<file path="config.mk">
export PLATFORM = sky130hd
export DESIGN_NAME = jtp_tap
export DESIGN_NICKNAME = d
export VERILOG_FILES = /design/src/inc/jtp_pkg.sv /design/src/design/jtp_pin_sync.sv /design/src/design/jtp_tap.sv
export SDC_FILE = /design/constraint.sdc
export NUM_CORES = 1
export LEC_CHECK = 0
export BUFFER_PORTS_ARGS = -buffer_cell sky130_fd_sc_hd__buf_2
export CORE_MARGIN = 2
export CORE_UTILIZATION = 30
export DETAILED_ROUTE_END_ITERATION = 8
export PLACE_DENSITY = 0.5
export SYNTH_ARGS = -nofsm -noshare
export SYNTH_HDL_FRONTEND = slang
export SYNTH_SLANG_ARGS = --single-unit
</file>
<file path="constraint.sdc">
create_clock -name clk -period 2.4 [get_ports clk]
set_input_delay 0.48 -clock clk [delete_from_list [all_inputs] [get_ports clk]]
set_output_delay 0.48 -clock clk [all_outputs]
set_load 0.005 [all_outputs]
</file>
<file path="src/inc/jtp_pkg.sv">
// Constants and types shared by the test access port design
package jtp_pkg;
   localparam int JTP_IR_WIDTH = 4;
   localparam int JTP_ID_WIDTH = 32;
   localparam int JTP_SYNC_STAGES = 2;
   localparam int JTP_TMS_RESET_COUNT = 5;
   localparam logic [2:0] JTP_TMS_COUNT_MAX = 3'h5;
   localparam logic [JTP_IR_WIDTH-1:0] JTP_IR_CAPTURE = 4'h1;
   localparam logic [JTP_IR_WIDTH-1:0] JTP_OP_IDCODE = 4'h2;
   localparam logic [JTP_IR_WIDTH-1:0] JTP_OP_BYPASS = 4'hf;
   // Arbitrary identification value, bit 0 set as the scan convention wants
   localparam logic [JTP_ID_WIDTH-1:0] JTP_ID_DEFAULT = 32'h0a5c_0001;

   typedef enum logic [3:0] {
      ST_RESET, ST_IDLE, ST_SEL_DR, ST_CAP_DR, ST_SH_DR, ST_EX1_DR, ST_PA_DR, ST_EX2_DR,
      ST_UP_DR, ST_SEL_IR, ST_CAP_IR, ST_SH_IR, ST_EX1_IR, ST_PA_IR, ST_EX2_IR, ST_UP_IR
   } jtp_state_type;
endpackage

</file>
<file path="src/design/jtp_pin_sync.sv">
// Two-flop synchroniser for a group of pin inputs
`timescale 1ns/10ps
`default_nettype none
module jtp_pin_sync #(
   parameter int WIDTH = 3
) (
   input wire logic clk,
   input wire logic rstn,
   input wire logic [WIDTH-1:0] pin_in,
   output logic [WIDTH-1:0] pin_sync
);
   logic [WIDTH-1:0] meta;

   always_ff @(posedge clk or negedge rstn) begin
      if (!rstn) begin
         meta <= '0;
         pin_sync <= '0;
      end else begin
         meta <= pin_in;
         pin_sync <= meta;
      end
   end
endmodule
`default_nettype wire

</file>
<file path="src/design/jtp_tap.sv">
// Boundary-scan test access port controller sampled on the system clock
`timescale 1ns/10ps
`default_nettype none
module jtp_tap
   import jtp_pkg::*;
#(
   parameter logic [JTP_ID_WIDTH-1:0] ID_VALUE = JTP_ID_DEFAULT
) (
   input wire logic clk,
   input wire logic rstn,
   input wire logic test_clock_pin,
   input wire logic tms_pin,
   input wire logic tdi_pin,
   input wire logic trst_n_pin,
   output logic tdo_out,
   output logic tdo_oe_n,
   output logic [JTP_IR_WIDTH-1:0] instruction,
   output logic tap_in_reset
);
   logic [2:0] pins_s;
   logic tck_s;
   logic tms_s;
   logic tdi_s;
   logic tck_d;
   logic tck_rise;
   logic tck_fall;
   logic tap_rst_n;
   jtp_state_type state;
   jtp_state_type next_state;
   logic [JTP_IR_WIDTH-1:0] ir_shift;
   logic [JTP_ID_WIDTH-1:0] id_shift;
   logic bypass_bit;
   logic in_shift_ir;
   logic in_shift_dr;
   logic dr_serial;
   logic next_tdo;

   function automatic jtp_state_type tap_step(input jtp_state_type s, input logic m);
      case (s)
         ST_RESET: tap_step = m ? ST_RESET : ST_IDLE;
         ST_IDLE: tap_step = m ? ST_SEL_DR : ST_IDLE;
         ST_SEL_DR: tap_step = m ? ST_SEL_IR : ST_CAP_DR;
         ST_CAP_DR: tap_step = m ? ST_EX1_DR : ST_SH_DR;
         ST_SH_DR: tap_step = m ? ST_EX1_DR : ST_SH_DR;
         ST_EX1_DR: tap_step = m ? ST_UP_DR : ST_PA_DR;
         ST_PA_DR: tap_step = m ? ST_EX2_DR : ST_PA_DR;
         ST_EX2_DR: tap_step = m ? ST_UP_DR : ST_SH_DR;
         ST_UP_DR: tap_step = m ? ST_SEL_DR : ST_IDLE;
         ST_SEL_IR: tap_step = m ? ST_RESET : ST_CAP_IR;
         ST_CAP_IR: tap_step = m ? ST_EX1_IR : ST_SH_IR;
         ST_SH_IR: tap_step = m ? ST_EX1_IR : ST_SH_IR;
         ST_EX1_IR: tap_step = m ? ST_UP_IR : ST_PA_IR;
         ST_PA_IR: tap_step = m ? ST_EX2_IR : ST_PA_IR;
         ST_EX2_IR: tap_step = m ? ST_UP_IR : ST_SH_IR;
         ST_UP_IR: tap_step = m ? ST_SEL_DR : ST_IDLE;
         default: tap_step = ST_RESET;
      endcase
   endfunction

   // Test clock is slow against clk, so it is sampled like any pin
   jtp_pin_sync #(.WIDTH(3)) u_sync (
      .clk(clk),
      .rstn(rstn),
      .pin_in({test_clock_pin, tms_pin, tdi_pin}),
      .pin_sync(pins_s)
   );

   assign tck_s = pins_s[2];
   assign tms_s = pins_s[1];
   assign tdi_s = pins_s[0];
   assign tck_rise = tck_s & ~tck_d;
   assign tck_fall = ~tck_s & tck_d;
   // test reset pin
   // Pin feeds the async reset directly; release is not synchronised to clk
   assign tap_rst_n = rstn & trst_n_pin;
   assign next_state = tap_step(state, tms_s);
   assign in_shift_ir = (state == ST_SH_IR);
   assign in_shift_dr = (state == ST_SH_DR);
   assign dr_serial = (instruction == JTP_OP_IDCODE) ? id_shift[0] : bypass_bit;
   assign next_tdo = in_shift_ir ? ir_shift[0] : dr_serial;
   assign tap_in_reset = (state == ST_RESET);

   always_ff @(posedge clk or negedge rstn) begin
      if (!rstn) begin
         tck_d <= 1'b0;
      end else begin
         tck_d <= tck_s;
      end
   end

   // TMS-high reset path
   // Held-high mode-select lands in ST_RESET by the fifth rise through the graph
   always_ff @(posedge clk or negedge tap_rst_n) begin
      if (!tap_rst_n) begin
         state <= ST_RESET;
      end else if (tck_rise) begin
         state <= next_state;
      end
   end

   always_ff @(posedge clk or negedge tap_rst_n) begin
      if (!tap_rst_n) begin
         instruction <= JTP_OP_IDCODE;
      end else if (tck_rise && state == ST_RESET) begin
         instruction <= JTP_OP_IDCODE;
      end else if (tck_rise && state == ST_UP_IR) begin
         instruction <= ir_shift;
      end
   end

   always_ff @(posedge clk or negedge tap_rst_n) begin
      if (!tap_rst_n) begin
         ir_shift <= JTP_IR_CAPTURE;
      end else if (tck_rise && state == ST_CAP_IR) begin
         ir_shift <= JTP_IR_CAPTURE;
      end else if (tck_rise && in_shift_ir) begin
         ir_shift <= {tdi_s, ir_shift[JTP_IR_WIDTH-1:1]};
      end
   end

   always_ff @(posedge clk or negedge tap_rst_n) begin
      if (!tap_rst_n) begin
         id_shift <= ID_VALUE;
         bypass_bit <= 1'b0;
      end else if (tck_rise && state == ST_CAP_DR) begin
         id_shift <= ID_VALUE;
         bypass_bit <= 1'b0;
      end else if (tck_rise && in_shift_dr) begin
         id_shift <= {tdi_s, id_shift[JTP_ID_WIDTH-1:1]};
         bypass_bit <= tdi_s;
      end
   end

   // output enable on falls
   // Enable and data both move on the fall, so the pin never glitches mid-bit
   always_ff @(posedge clk or negedge tap_rst_n) begin
      if (!tap_rst_n) begin
         tdo_out <= 1'b0;
         tdo_oe_n <= 1'b1;
      end else if (tck_fall) begin
         tdo_out <= next_tdo;
         tdo_oe_n <= ~(in_shift_ir | in_shift_dr);
      end
   end

   // Checking helpers: consecutive high mode-select samples
   logic [2:0] tms_high_count;

   always_ff @(posedge clk or negedge rstn) begin
      if (!rstn) begin
         tms_high_count <= 3'h0;
      end else if (tck_rise && !tms_s) begin
         tms_high_count <= 3'h0;
      end else if (tck_rise && tms_high_count != JTP_TMS_COUNT_MAX) begin
         tms_high_count <= tms_high_count + 3'h1;
      end
   end
endmodule
`default_nettype wire

</file>
==> Word level (Yosys, flattened, before mapping) <==
Index checks and enable logic that the tools add are counted.
{ "word_totals": {"regBits": 54, "in_bits": 6, "output_inout_bits": 7, "wordCells": 69} }
{ "classes": {"eq_ne": 16, "mux": 23, "bitwise": 7, "n_reduce_logical": 13} }
{ "ops": {"columns": ["operator", "count"], "rows": [
  ["$mux W32", 2],
  ["$pmux W4 S12", 1],
  ["$eq A4 B4 Y1 const B", 8],
  ["$mux W4", 8],
  ["$eq A4 B3 Y1 const B", 4],
  ["$eq A4 B2 Y1 const B", 3],
  ["$mux W1", 7],
  ["$logic_and A1 B1 Y1", 6],
  ["$mux W2", 3],
  ["$mux W3", 2],
  ["$reduce_bool A2 Y1", 3],
  ["$eq A4 B1 Y1 const B", 1],
  ["$logic_not A4 Y1", 1],
  ["$reduce_or A2 Y1", 2],
  ["$and A1 B1 Y1", 3],
  ["$not A1 Y1", 3],
  ["$reduce_or A3 Y1", 1],
  ["$or A1 B1 Y1", 1]
]} }

==> Logic depth before layout (Yosys ltp) <==
{ "logic_depth": {"word_depth": 5, "mapped_depth": 7, "ltp_nobuf": 4} }

==> Hierarchy <==
From an unflattened synthesis, not the netlist that was laid out.
{ "hier_totals": {"cells_unflattened": 240, "hier_area_um2": 2397.3} }
{ "modules_own_cells": {"columns": ["mod", "n_inst", "cells_per_inst", "area_each_um2", "seq_area_each_um2"], "rows": [
  ["jtp_tap", 1, 234, 2247.2, 1188.6],
  ["jtp_pin_sync", 1, 6, 150.1, 150.1]
]} }

==> Worst setup path after synthesis <==
No wires, ideal clock.
{ "synth_timing": {"kind": "reg2reg", "from": "register state[1]", "to": "register id_shift[1]", "setup_time_ps": 122, "arrival_ps": 1525, "t_required_ps": 2278, "path_slack_ps": 753, "path_stages_with_launch": 8, "path_buffers": 3, "period_less_slack_ps": 1647, "path_cell_list": "dfrtp_1 > buf_2 > or3b_1 > a211o_1 > buf_6 > buf_6 > nand2_1 > o21ai_1"} }
{ "synth_via": {"elab_chain_cells": 3, "word_cells_on_any_way": 6, "cone_classes": "eq/ne: 2; mux: 1; reduce/logical: 3"} }
{ "synth_rtl": {"columns": ["element", "line", "source"], "rows": [
  ["start, declared", "jtp_tap.sv:28", "jtp_state_type state;"],
  ["start signal, assigned", "jtp_tap.sv:97", "state <= next_state;"],
  ["$eq A4 B2 Y1 / $eq A4 B3 Y1 (equally long branches)", "jtp_tap.sv:125, jtp_tap.sv:78", null],
  ["$logic_and A1 B1 Y1 (on tied branches)", "jtp_tap.sv:125, jtp_tap.sv:128", null],
  ["$mux W32 / $reduce_bool A2 Y1 (equally long branches)", null, null],
  ["end signal, assigned", "jtp_tap.sv:129", "id_shift <= {tdi_s, id_shift[JTP_ID_WIDTH-1:1]};"],
  ["end, declared", "jtp_tap.sv:31", "logic [JTP_ID_WIDTH-1:0] id_shift;"]
]} }
Several ways; a longest one is shown, not always the timed one.
A chain may end at the register's enable or synchronous reset.

==> Worst setup path in the final report <==
{ "layout_timing": {"from": "register state[2]", "to": "output tap_in_reset"} }
{ "layout_via": {"elab_chain_cells": 1} }
{ "layout_rtl": {"columns": ["element", "line", "source"], "rows": [
  ["$logic_not A4 Y1", "jtp_tap.sv:81", "assign tap_in_reset = (state == ST_RESET);"],
  ["end, declared", "jtp_tap.sv:18", "output logic tap_in_reset"]
]} }
No other way between the ends.

==> qor_table.md <==
| Group | Item | Value |
|:---|:---|:---|
| job | Number of violations of the max-capacitance limit | 0 |
| cts | CTS clock-pin slew for the worst setup and hold paths | 0.10 ns |
| cells and area | Most frequent cells in the layout | sky130_fd_sc_hd__nand2_1, sky130_fd_sc_hd__dfrtp_1, sky130_fd_sc_hd__o21ai_2 |
| synthesis | Largest area contributor in the netlist | sky130_fd_sc_hd__dfrtp_1 |
| cts | PostCTS Resize Cnt | 0 |
| synthesis | Total number of yosys warnings | 0 |
| cts | Library cell used as clock root buffer | sky130_fd_sc_hd__clkbuf_8 |
| sta | Share of the clock period used by the worst path | 0.824 |
| hold path | Path category of the worst min-delay check | in -> reg |
| routing | DRC viols | 0 |
| global routing | Number of antenna violations at the first check in global routing | 0 |
| global routing | Largest net degree at the start of global routing | 65 |
| sta | Least-Margin Pin Slew | 0.629 ns |
| synthesis | Syn Inst Count | 248 |
| power | Peak supply drop | 0.318 mV |
| routing | Number of DRC markers after the initial detailed-route iteration | 174 |
| floorplanning | Placeable core region | 8090 sq um |
| cts | Total number of clock tree sinks | 53 |
| routing | Number of nets still failing antenna checks after routing | 0 |
| routing | DRT Pass-1 Iters | 4 |
| cells and area | Net total in the final layout | 260 |
| sta | Crit path time final | 1.98 ns |
| cts | Clk_lat worst skew | 0.30 ns |
| global routing | Aggregate global-route resource usage | 0.104 |
| hold path | Hold_sp | tms_pin |
| synthesis | Share of the synthesized area in the top cell type | 0.438 |
| synthesis | Number of different library cells in the post-synthesis netlist | 39 |
| cells and area | Non-Filler Cell Area, Final | 2700 sq um |
| cells and area | Antenna diode instance count | 0 |
| worst setup path | Worst Path Arrival | 1.50 ns |
| sta | Number of hold violations in the final report | 0 |
| routing | DR vias/cell | 4.65 |
| worst setup path | Crit end category | output port |
| floorplanning | Num ports | 13 |
| power | Pwr dens | 947 nW/um^2 |
| worst setup path | CP max FO | 11 |
| hold path | Number of cells on the worst hold path | 1 |
| hold path | Endpoint of the worst hold-timing path | u_sync.meta[1] |
| synthesis | Sequential fraction of the synthesis area | 0.545 |
| worst setup path | Critical Path RT | 1.92 ns |
| synthesis | Post-synthesis area per instance | 9.91 sq um |
| place | GP Congestion | 0.679 |
| worst setup path | Startpoint of the most critical register-to-register path | state[1] |
| sta | Worst clock skew | 0.00623 ns |
| floorplanning | Die Footprint | 8940 sq um |
| sta | RSZ-0062 raised after global routing | no |
| synthesis | Cell area after technology mapping | 2460 sq um |
| place | Post-detail-place hpwl | 2650 um |
| cells and area | Area Growth Syn to Fin | 9.97% |
| cts | Setup fix buffers added after clock tree synthesis | 0 |
| worst setup path | Slack of the worst reg-to-reg path | 0.49 ns |
| floorplanning | Initial Util | 0.304 |
| place | Standard cell area after detailed placement | 2580 sq um |
| floorplanning | FP Rows | 33 |
| worst setup path | Worst reg2reg endpoint | id_shift[29] |
| cts | H-tree levels | 2 |
| global routing | Wire length of the first global-routing pass | 7430 um |
| sta | Final-report max-slew violation count | 0 |
| sta | Highest attainable clock frequency | 506 MHz |
| power | Static leakage | 1.11 nW |
| sta | Final setup margin | 0.422 ns |
| floorplanning | X dimension of the die | 94.5 um |
| power | PnR Total Power | 2.56 mW |
| routing | Routed wire length | 4230 um |
| sta | Worst-case headroom to the max-slew limit | 0.580 |
| worst setup path | Type of the worst setup path | reg -> out |
| synthesis | Ys async rst share | 1.00 |
| synthesis | EDFF count, synth | 0 |
| routing | Via count of the routed design | 1,673 |
| floorplanning | Die H | 94.5 um |
| synthesis | Post-synthesis sequential element count | 53 |
| cts | Longest Clk Path Bufs | 2 |
| synthesis | Number of nets produced by synthesis | 254 |
| cts | Inserted Clock Buffers | 5 |
| place | Setup WS pre-CTS | 0.539 ns |
| cells and area | Final std cells w/o fill | 360 |
| worst setup path | Worst Setup Start Kind | register |
| worst setup path | Launching instance or port of the critical path | state[2] |
| cts | TritonCTS clock tree | done |
| cells and area | Final cell utilization of the core | 0.334 |
| cells and area | Number of inserted filler cells in the final layout | 856 |
| cells and area | Most common cell after layout, fill and taps aside | sky130_fd_sc_hd__nand2_1 |
| routing | Average wire per cell in the routed design | 11.7 um |
| worst setup path | FF-to-FF path depth | 5 |
| sta | Setup Viol. Count Final | 0 |
| place | IO buf count | 12 |
| place | Number of instances in the placed design | 351 |
| synthesis | Synth Flop Type | sky130_fd_sc_hd__dfrtp_1 |
| global routing | Grt total ovfl | 0 |
| sta | Total Neg Setup Slack | 0 ns |
| sta | Worst hold slack | 0.283 ns |
| outcome | Status | finished, final reports clean |
| cells and area | Fraction of final layout cells with drive strength greater than 1 | 0.267 |
| global routing | Number of global-route vias before repair | 1,591 |
| synthesis | Biggest area contributors in the synthesized netlist | sky130_fd_sc_hd__dfrtp_1, sky130_fd_sc_hd__dfstp_2, sky130_fd_sc_hd__nand2_1 |
==> how the worst max path moves through the flow <==
stage	slack, ns	cells past startpoint	to
global route	0.30	3	tap_in_reset
finish	0.42	3	tap_in_reset
global placement	0.56	5	id_shift[7]
detailed placement	0.54	5	id_shift[7]
floorplan	0.57	1	id_shift[10]
CTS	0.41	3	tap_in_reset
==> layout make-up <==
cell class,count,area [sq um],area share
Timing Repair Buffer,19,128,0.0472
Clock buffer,7,86.3,0.0319
Inverter,2,7.51,0.00278
Clock inverter,1,30.0,0.0111
Multi-Input combinational cell,173,982,0.363
Sequential cell,53,1340,0.495
Tap cell,105,131,0.0486
==> Yosys cell counts (5+ instances only) <==
cell type	n
sky130_fd_sc_hd__dfstp_2	10
sky130_fd_sc_hd__o21ai_1	5
sky130_fd_sc_hd__nor2_1	11
sky130_fd_sc_hd__clkbuf_1	9
sky130_fd_sc_hd__a21oi_1	7
sky130_fd_sc_hd__nand2_1	69
sky130_fd_sc_hd__dfrtp_1	43
sky130_fd_sc_hd__nor2b_1	8
sky130_fd_sc_hd__o21ai_2	28
sky130_fd_sc_hd__buf_6	7
sky130_fd_sc_hd__o21ai_0	7
==> worst max-delay path: stages, from the launching register on <==
cell                      delay [ns]
sky130_fd_sc_hd__dfrtp_1        0.48
sky130_fd_sc_hd__buf_4          0.21
sky130_fd_sc_hd__nor4_1         0.32
sky130_fd_sc_hd__buf_2          0.18
==> layer usage <==
layer / share of wire / up-vias / global-route usage / wire length (um)
li1: - / 850 / - / -
met1: 0.49 / 804 / 0.147 / 2090
met2: 0.47 / 15 / 0.159 / 2000
met3: 0.018 / 4 / 0.0176 / 75
met4: 0.015 / 0 / 0.0411 / 65
met5: 0 / - / 0 / 0
==> sequential cells by signal, summed over array words and instances (netlist names) <==
register / cells
u_sync.pin_sync: 3
tck_d: 1
tdo_out: 1
id_shift: 32
u_sync.meta: 3
state: 4
ir_shift: 4
instruction: 4
tdo_oe_n: 1
==> power breakdown <==
group          internal (mW)  total, mW  switching, mW  leakage [nW]
Sequential              1.09       1.25          0.163         0.678
Combinational          0.285      0.677          0.392         0.371
Clock                  0.341      0.629          0.289        0.0585
==> cell families after synthesis <==
logic type             share of synthesized area
AO/OA/AOI/OAI                              0.191
AND/OR/NAND/NOR                            0.194
buffers and inverters                     0.0570
flip-flops                                 0.545
multiplexers                              0.0132
==> what timing repair did <==
action | in CTS | in global routing
endpoints found under the hold margin | 7 | 0
hold buffers | 1 | 0
endpoints found under the setup margin | 0 | 0
Note: power is estimated with default switching activity, not from simulation.
